$ cat config.mk
export PLATFORM = sky130hd
export DESIGN_NAME = cgr_clock_guard
export DESIGN_NICKNAME = d
export VERILOG_FILES = /design/src/pkg/cgr_pkg.sv /design/src/cgr_clock_guard.sv
export SDC_FILE = /design/constraint.sdc
export NUM_CORES = 1
export LEC_CHECK = 0
export BUFFER_PORTS_ARGS = -buffer_cell sky130_fd_sc_hd__buf_4
export CAP_MARGIN = 20
export CORE_ASPECT_RATIO = 0.75
export CORE_UTILIZATION = 40
export DETAILED_ROUTE_END_ITERATION = 7
export PLACE_DENSITY_LB_ADDON = 0.1
export RECOVER_POWER = 25
export SKIP_LAST_GASP = 1
export SLEW_MARGIN = 20
export SYNTH_ARGS = -nofsm -noshare
export SYNTH_HDL_FRONTEND = slang
export SYNTH_SLANG_ARGS = --single-unit
$ cat constraint.sdc
create_clock -name hclk -period 2.1 [get_ports hclk]
set_input_delay 0.21 -clock hclk [delete_from_list [all_inputs] [get_ports hclk]]
set_output_delay 0.21 -clock hclk [all_outputs]
set_load 0.02 [all_outputs]
$ cat src/pkg/cgr_pkg.sv
// constants, types and register layout of the clock guard and reset flag block
package cgr_pkg;

    // register map: printed offset is an index, byte address is four times it
    localparam logic [7:0] STATUS_IDX = 8'h2b;
    localparam logic [31:0] STATUS_ADDR = {22'h000000, STATUS_IDX, 2'b00};

    // status field positions
    localparam int WDG_BIT = 0;
    localparam int BKP_BIT = 1;
    localparam int IE_BIT = 2;
    localparam int UV_BIT = 4;
    localparam logic [7:0] STATUS_RST = 8'h00;

    // ahb encodings
    localparam logic [1:0] HTRANS_NONSEQ = 2'b10;
    localparam logic [1:0] HTRANS_SEQ = 2'b11;

    // timing at 40 MHz
    localparam int CLK_PERIOD_NS = 25;
    localparam int RST_PULSE_NS = 20000;
    localparam int RST_PULSE_CYC = (RST_PULSE_NS + CLK_PERIOD_NS - 1) / CLK_PERIOD_NS;
    localparam int INT_DELAY_CYC = 4096;
    localparam int FETCH_CYC = 2;
    localparam int SAFE_PERIOD_CYC = 64;
    localparam int FILT_CYC = 2;
    localparam int CNT_W = 13;

    // oscillator option codes
    typedef enum logic [2:0] {
        CGR_OSC_EXT,
        CGR_OSC_RES0,
        CGR_OSC_RES1,
        CGR_OSC_RES2,
        CGR_OSC_RES3,
        CGR_OSC_EXT_RC,
        CGR_OSC_INT_RC
    } cgr_osc_t;
    localparam int OSC_N = 7;

    // reset sequence phases
    typedef enum logic [1:0] {
        CGR_SEQ_DRIVE,
        CGR_SEQ_DELAY,
        CGR_SEQ_FETCH,
        CGR_SEQ_RUN
    } cgr_seq_t;

endpackage

$ cat src/cgr_clock_guard.sv
// clock guard, reset sequencing, reset cause flags and status register on ahb-lite
//
// Local design decisions: the address map and the AHB-Lite interface to the registers.
`timescale 1ns/10ps
module cgr_clock_guard
(
    input wire logic hclk,
    input wire logic hresetn,
    // ahb-lite slave
    input wire logic hsel,
    input wire logic [31:0] haddr,
    input wire logic [1:0] htrans,
    input wire logic hwrite,
    input wire logic [2:0] hsize,
    input wire logic hready,
    input wire logic [31:0] hwdata,
    output logic [31:0] hrdata,
    output logic hreadyout,
    output logic hresp,
    // option byte straps
    input wire logic [2:0] opt_osc_sel,
    input wire logic opt_guard_en,
    input wire logic opt_uv_en,
    // reset sources
    input wire logic uv_low,
    input wire logic wdg_underflow,
    input wire logic ext_reset_seen,
    // reset pin, open drain
    input wire logic reset_pin_in,
    output logic reset_pin_out,
    output logic reset_pin_oe,
    // core side
    output logic core_reset_n,
    output logic vector_fetch,
    input wire logic halt_mode,
    input wire logic wait_mode,
    input wire logic core_irq_mask,
    output logic guard_irq,
    output logic wake_from_wait,
    // oscillator side, levels sampled on hclk
    input wire logic main_osc_lvl,
    input wire logic backup_osc_lvl,
    output logic [6:0] osc_enable,
    output logic backup_osc_enable,
    output logic sys_clk_out,
    output logic backup_selected,
    output logic [1:0] reset_cause
);

    // ****************************************
    // state
    // ****************************************
    typedef struct packed {
        cgr_pkg::cgr_seq_t seq;
        logic [cgr_pkg::CNT_W-1:0] seq_cnt;
        logic [2:0] osc_sel;
        logic guard_en;
        logic uv_en;
        logic uv_flag;
        logic wdg_flag;
        logic ie;
        logic bkp_flag;
        logic on_backup;
        logic switching;
        logic main_filt;
        logic main_prev;
        logic [1:0] filt_cnt;
        logic [6:0] miss_cnt;
        logic clk_out;
        logic wr_pend;
        logic [31:0] rdata;
    } cgr_state_t;

    cgr_state_t st_ff;
    cgr_state_t nxt_st;

    logic in_reset;
    logic addr_hit;
    logic take;
    logic [7:0] status_view;
    logic main_ok;
    logic want_backup;
    logic cur_lvl;
    logic new_lvl;
    logic guard_run;

    // ****************************************
    // combinational helpers
    // ****************************************

    // any reset source keeps the sequence in its drive phase
    assign in_reset = uv_low | wdg_underflow | ext_reset_seen;

    // clock guard stops entirely in halt and when option turns it off
    assign guard_run = st_ff.guard_en & ~halt_mode;

    assign take = hsel & hready & (htrans == cgr_pkg::HTRANS_NONSEQ
        || htrans == cgr_pkg::HTRANS_SEQ);
    assign addr_hit = (haddr == cgr_pkg::STATUS_ADDR);

    // main clock counts as good once the filter passes it again
    assign main_ok = (st_ff.miss_cnt < 7'(cgr_pkg::SAFE_PERIOD_CYC));
    assign want_backup = guard_run & ~main_ok;

    // source levels before and after a pending switch
    assign cur_lvl = st_ff.on_backup ? backup_osc_lvl : st_ff.main_filt;
    assign new_lvl = st_ff.on_backup ? st_ff.main_filt : backup_osc_lvl;

    // status byte, reserved bits tied low
    always_comb
    begin
        status_view = cgr_pkg::STATUS_RST;
        status_view[cgr_pkg::UV_BIT] = st_ff.uv_flag;
        status_view[cgr_pkg::IE_BIT] = st_ff.ie;
        status_view[cgr_pkg::BKP_BIT] = st_ff.bkp_flag & st_ff.guard_en;
        status_view[cgr_pkg::WDG_BIT] = st_ff.wdg_flag;
    end

    // ****************************************
    // next state
    // ****************************************
    always_comb
    begin
        nxt_st = st_ff;

        // reset sequence: drive pin, internal delay, vector fetch, run
        unique case (st_ff.seq)
            cgr_pkg::CGR_SEQ_DRIVE:
            begin
                if (st_ff.seq_cnt != '0)
                begin
                    nxt_st.seq_cnt = st_ff.seq_cnt - 1'b1;
                end
                else if (!in_reset && reset_pin_in)
                begin
                    nxt_st.seq = cgr_pkg::CGR_SEQ_DELAY;
                    nxt_st.seq_cnt = cgr_pkg::CNT_W'(cgr_pkg::INT_DELAY_CYC - 1);
                    // options are caught once the pin is released
                    nxt_st.osc_sel = opt_osc_sel;
                    nxt_st.guard_en = opt_guard_en;
                    nxt_st.uv_en = opt_uv_en;
                end
            end
            cgr_pkg::CGR_SEQ_DELAY:
            begin
                if (st_ff.seq_cnt == '0)
                begin
                    nxt_st.seq = cgr_pkg::CGR_SEQ_FETCH;
                    nxt_st.seq_cnt = cgr_pkg::CNT_W'(cgr_pkg::FETCH_CYC - 1);
                end
                else
                begin
                    nxt_st.seq_cnt = st_ff.seq_cnt - 1'b1;
                end
            end
            cgr_pkg::CGR_SEQ_FETCH:
            begin
                if (st_ff.seq_cnt == '0)
                begin
                    nxt_st.seq = cgr_pkg::CGR_SEQ_RUN;
                end
                else
                begin
                    nxt_st.seq_cnt = st_ff.seq_cnt - 1'b1;
                end
            end
            cgr_pkg::CGR_SEQ_RUN:
            begin
                nxt_st.seq_cnt = '0;
            end
        endcase

        // a new reset event restarts the sequence from any phase
        if (in_reset)
        begin
            nxt_st.seq = cgr_pkg::CGR_SEQ_DRIVE;
            if (wdg_underflow)
            begin
                nxt_st.seq_cnt = cgr_pkg::CNT_W'(cgr_pkg::RST_PULSE_CYC);
            end
            else if (st_ff.seq != cgr_pkg::CGR_SEQ_DRIVE)
            begin
                nxt_st.seq_cnt = '0;
            end
        end

        // spike filter: level must hold FILT_CYC + 2 samples to pass
        nxt_st.main_prev = main_osc_lvl;
        if (main_osc_lvl != st_ff.main_prev)
        begin
            nxt_st.filt_cnt = '0;
        end
        else if (st_ff.filt_cnt != 2'(cgr_pkg::FILT_CYC))
        begin
            nxt_st.filt_cnt = st_ff.filt_cnt + 1'b1;
        end
        else
        begin
            nxt_st.main_filt = main_osc_lvl;
        end
        if (!st_ff.guard_en)
        begin
            // no filtering without the guard, raw clock passes
            nxt_st.main_filt = main_osc_lvl;
        end

        // loss detector counts samples without a filtered main edge
        if (guard_run)
        begin
            if (nxt_st.main_filt != st_ff.main_filt)
            begin
                nxt_st.miss_cnt = '0;
            end
            else if (main_ok)
            begin
                nxt_st.miss_cnt = st_ff.miss_cnt + 1'b1;
            end
        end

        // glitch-free switch: leave current source on its low phase,
        // hold low, then join the new source on its low phase
        if (st_ff.guard_en && !halt_mode)
        begin
            if (!st_ff.switching && (want_backup != st_ff.on_backup))
            begin
                nxt_st.switching = 1'b1;
            end
            if (st_ff.switching)
            begin
                if (!st_ff.clk_out && !new_lvl)
                begin
                    nxt_st.on_backup = ~st_ff.on_backup;
                    nxt_st.switching = 1'b0;
                end
                // a main clock stuck high is dead, so dropping it cannot cut a pulse
                nxt_st.clk_out = st_ff.clk_out & cur_lvl
                    & ~(want_backup & ~st_ff.on_backup);
            end
            else
            begin
                nxt_st.clk_out = cur_lvl;
            end
        end
        else if (!st_ff.guard_en)
        begin
            nxt_st.on_backup = 1'b0;
            nxt_st.switching = 1'b0;
            nxt_st.clk_out = main_osc_lvl;
        end

        // ahb data phase and register effects
        nxt_st.wr_pend = take & hwrite & addr_hit;
        if (take && !hwrite)
        begin
            nxt_st.rdata = addr_hit ? {24'h000000, status_view} : 32'h00000000;
        end

        // the status register is frozen in halt
        if (!halt_mode)
        begin
            if (st_ff.wr_pend)
            begin
                nxt_st.ie = hwdata[cgr_pkg::IE_BIT];
                if (!hwdata[cgr_pkg::UV_BIT])
                begin
                    nxt_st.uv_flag = 1'b0;
                end
                if (!hwdata[cgr_pkg::WDG_BIT])
                begin
                    nxt_st.wdg_flag = 1'b0;
                end
            end
            // read clears the backup flag only once main is back
            if (take && !hwrite && addr_hit && !st_ff.on_backup && !want_backup)
            begin
                nxt_st.bkp_flag = 1'b0;
            end
            // hardware sets win over software clears
            if (want_backup)
            begin
                nxt_st.bkp_flag = 1'b1;
            end
            if (wdg_underflow)
            begin
                nxt_st.wdg_flag = 1'b1;
            end
            if (uv_low && st_ff.uv_en)
            begin
                nxt_st.uv_flag = 1'b1;
                nxt_st.wdg_flag = 1'b0;
            end
        end
        if (!st_ff.guard_en)
        begin
            nxt_st.bkp_flag = 1'b0;
        end

        // any reset wake restarts guard config from reset values
        if (in_reset)
        begin
            nxt_st.ie = 1'b0;
            nxt_st.bkp_flag = 1'b0;
            nxt_st.miss_cnt = '0;
            nxt_st.on_backup = 1'b0;
            nxt_st.switching = 1'b0;
        end
    end

    // ****************************************
    // registers
    // ****************************************

    // power-up lands in the drive phase; flags start clear
    always_ff @(posedge hclk or negedge hresetn)
    begin
        if (!hresetn)
        begin
            st_ff <= '{
                seq: cgr_pkg::CGR_SEQ_DRIVE,
                seq_cnt: '0,
                osc_sel: '0,
                guard_en: 1'b0,
                uv_en: 1'b0,
                uv_flag: 1'b0,
                wdg_flag: 1'b0,
                ie: 1'b0,
                bkp_flag: 1'b0,
                on_backup: 1'b0,
                switching: 1'b0,
                main_filt: 1'b0,
                main_prev: 1'b0,
                filt_cnt: '0,
                miss_cnt: '0,
                clk_out: 1'b0,
                wr_pend: 1'b0,
                rdata: '0
            };
        end
        else
        begin
            st_ff <= nxt_st;
        end
    end

    // ****************************************
    // outputs
    // ****************************************

    // zero-wait slave, always okay
    assign hreadyout = 1'b1;
    assign hresp = 1'b0;
    assign hrdata = st_ff.rdata;

    // pin pulled low in the drive and internal delay phases; the drive phase lets
    // go once its pulse is done, so an outside holder of the pin can be seen
    assign reset_pin_out = 1'b0;
    assign reset_pin_oe = ((st_ff.seq == cgr_pkg::CGR_SEQ_DRIVE)
        & ((st_ff.seq_cnt != '0) | in_reset))
        | (st_ff.seq == cgr_pkg::CGR_SEQ_DELAY) | uv_low;
    assign core_reset_n = (st_ff.seq == cgr_pkg::CGR_SEQ_RUN)
        | (st_ff.seq == cgr_pkg::CGR_SEQ_FETCH);
    assign vector_fetch = (st_ff.seq == cgr_pkg::CGR_SEQ_FETCH);

    // one-hot oscillator enable; rc sources rest during reset,
    // resonators and the external input keep going
    genvar gi;
    generate
        for (gi = 0; gi < cgr_pkg::OSC_N; gi++)
        begin : g_osc
            assign osc_enable[gi] = (st_ff.osc_sel == 3'(gi))
                & ((gi < int'(cgr_pkg::CGR_OSC_EXT_RC))
                | (st_ff.seq == cgr_pkg::CGR_SEQ_RUN));
        end
    endgenerate

    // backup oscillator idles in halt and when the guard is off
    assign backup_osc_enable = guard_run;
    assign sys_clk_out = st_ff.clk_out;
    assign backup_selected = st_ff.on_backup;

    // irq needs flag, enable, guard option and open core mask
    assign guard_irq = st_ff.bkp_flag & st_ff.ie & st_ff.guard_en
        & ~core_irq_mask & ~halt_mode;
    // wake from wait regardless of mask; never from halt
    assign wake_from_wait = st_ff.bkp_flag & st_ff.ie & st_ff.guard_en
        & wait_mode & ~halt_mode;

    // cause decode: 1x undervoltage, 01 watchdog, 00 pin
    assign reset_cause = st_ff.uv_flag ? 2'b10 : {1'b0, st_ff.wdg_flag};

endmodule

==> reports/results.ini <==
[run_status]
status=finished, final reports clean

[power]
power.internal_w=0.00137
switchingPower_w=0.000615
ir_drop_mv=0.364
power_density_nw_per_um2=559
total_power_w=0.00199
seqPwrFrac=0.476
clkPwrFrac=0.277
leakage_nw=1.68
comb_power_share=0.247
p_sw_frac=0.309

[synthesis]
synth_ff_type=dfrtp_1
synth_top_cell_area_share=0.384
synth-seq-cells=43
yosys_warnings=0
synth_area_leaders=dfrtp_1, buf_4, ha_1, a21oi_1, nor2_1
synth_edf_count=0
syn_area_um2=2800
synth_top_area_cell=dfrtp_1
ys_seq_area_frac=0.384
syn_inst=309
synthArstFlopShare=1.00
ys_types=58
avgSynthCellArea_um2=9.07

[layout]
n_antenna_cell=0
regArea_um2=1080
drive_gt1_frac=0.318
layoutNonFillerInstCount=483
final_area_um2=3560
fin_nets=496
fillers=636
multiInputGateArea_um2=1510
area_growth_pct=26.9

[cts]
cts-root-buf=clkbuf_8
cts_buffer_depth=2
cts_buffers=5
cts_max_level=2
clkLatencyLatePin_ns=0.30
cts_tree=yes
clk_pin_slew_ns=0.08
clock_sinks=43

[timing]
worst_pin_slew_ns=1.11
period_needed_ns=2.08
max_freq_ghz=0.481
hold_viol_final=0
clock_skew_ns=0.00636
rsz0062_at_grt=true
slew_viol_final=0
slew_headroom=0.262
fin_crit_sh=0.989
setup_viol=0

[setup_path]
cp_max_fo=4
arrival_ns=1.87
worstSetupStartpointType=flop
required_ns=1.89
endpoint_kind=output pin
crit_type=flop to output pin

[routing]
drt_first_pass_iters=4
routed_wl_um=6440
drtIter0Drc=122
avgRoutedWirePerCell_um=13.3
drc=0
avgViaCountPerCell=4.92
antenna_left=0
route.vias.total=2374

[place]
place.gp.congestion=0.768
port_buffers=75
dp_cells=470
placed_area_um2=3390
hpwl_um=4910

[grt]
grt_first_pass_wirelength_um=10300
grt_usage=0.182
grt_pass1_vias=2068
grt_max_degree=44
grt.overflow.total=0
antenna_found_initial=0

[flow_run]
cap_viol_max_count=0

[die]
core_area_um2=6800
rows=26
die_x_um=98.6
die_area_um2=7350
io_pins=140
initial_core_util=0.412
fp.dieH_um=74.5

[hold_path]
worstHoldPathType=input pin to flop

worst paths after layout:
check	start	to	slack (ns)	depth (start not counted)
min in group asynchronous	hresetn	st_ff[35]$_DFFE_PN0P_	0.65	2
worst min register to register	hrdata[4]$_DFFE_PN0P_	hrdata[4]$_DFFE_PN0P_	0.49	2
worst min-delay path	opt_osc_sel[0]	st_ff[53]$_DFFE_PN0P_	0.14	2
max in group asynchronous	hresetn	st_ff[51]$_DFFE_PN0P_	0.77	2
worst max register to register	st_ff[56]$_DFF_PN0_	st_ff[56]$_DFF_PN0_	0.06	12
worst max-delay path	st_ff[56]$_DFF_PN0_	reset_pin_oe	0.02	10
per-stage QoR:
step                      TNS [ns]  hold slack [ns]  setup slack [ns]   util
after floorplan                  0          -0.0856            0.0916      -
after global placement           0            0.252            0.0869  0.498
after detailed placement         0            0.251            0.0808  0.498
after CTS                   -0.154           0.0572           -0.0506  0.519
after global routing        -0.309            0.128            -0.104  0.523
final                            0            0.137            0.0228  0.523
critical path, cell delays in order (launching register included):
cell	delay, ns
dfrtp_1	0.40
inv_2	0.08
ha_4	0.13
nor3b_4	0.25
nand2_2	0.11
nor2_4	0.13
inv_4	0.05
buf_6	0.11
o21ai_2	0.10
nand2_1	0.08
buf_6	0.13
area by class of cell:
class	instances	share of cell area
Multi-Input combinational cell	239	0.424
Clock inverter	1	0.00141
Timing Repair Buffer	96	0.204
Tap cell	84	0.0296
Sequential cell	43	0.303
Inverter	14	0.0155
Clock buffer	6	0.0232
sequential cells by signal, summed over array words and instances, names as in the netlist:
name and flops:
backup_selected 1, hrdata 4, st_ff 37, sys_clk_out 1
power by group through the flow:
stage | sequential, W | clock (W) | combinational (W)
finish | 0.000948 | 0.000550 | 0.000491
global route | 0.000957 | 0.000612 | 0.000558
CTS | 0.000947 | 0.000572 | 0.000478
detailed placement | 0.000959 | 0 | 0.000466
global placement | 0.000958 | 0 | 0.000459
floorplan | 0.000957 | 0 | 0.000324
cell usage after synthesis, types with 3 or more instances:
master	number
clkbuf_1	4
nand2_1	22
inv_1	13
ha_1	9
nand2b_1	4
xor2_1	3
a21oi_1	21
nor3b_1	4
a21o_1	3
or2_2	3
o21ai_0	17
dfrtp_1	43
xnor2_1	6
nor2_1	26
buf_4	37
nor4_1	11
mux2_2	6
nor3_1	10
or3_1	4
mux2i_1	6
nand3_1	9
nor2b_1	4
metal layers:
layer,vias to the layer above,part of all wire,GRT usage
li1,1205,-,-
met1,1105,0.51,0.271
met2,56,0.43,0.265
met3,8,0.042,0.0376
met4,0,0.011,0.0547
met5,-,0,0
timing repair:
| item | 4_1_cts | 5_1_grt |
|---|---|---|
| setup endpoints to repair | 1 | 9 |
| pin swaps | 3 | 6 |
| endpoints found under the hold margin | 43 | 0 |
| buffers inserted | 3 | 2 |
| gates resized for setup | 7 | 6 |
| hold buffers | 1 | 0 |
cell usage in the layout (no fill, tap or decap), drive strengths merged, types with 4 or more instances in the layout:
cell type / Yosys / routed
a21oi: 22 / 22
buf: 38 / 93
clkbuf: 4 / 8
conb: 2 / 31
dfrtp: 43 / 43
ha: 9 / 9
inv: 14 / 14
mux2: 6 / 6
mux2i: 6 / 6
nand2: 23 / 23
nand2b: 6 / 6
nand3: 9 / 9
nor2: 28 / 28
nor2b: 4 / 4
nor3: 10 / 10
nor3b: 5 / 5
nor4: 13 / 13
o21ai: 19 / 19
or3: 4 / 4
xnor2: 6 / 6
kinds of logic (layout without fill, tap and decap cells):
family          count (synthesis)  count (layout)  synth area share
compound gates                 62              62             0.143
fa+ha+maj                       9               9            0.0402
buf+inv                        56             117             0.127
mux                            12              12            0.0456
other cells                     2              31           0.00268
simple gates                  116             116             0.229
flops                          43              43             0.384
xor+xnor                        9               9            0.0281
(Power assumes the default switching activity.)
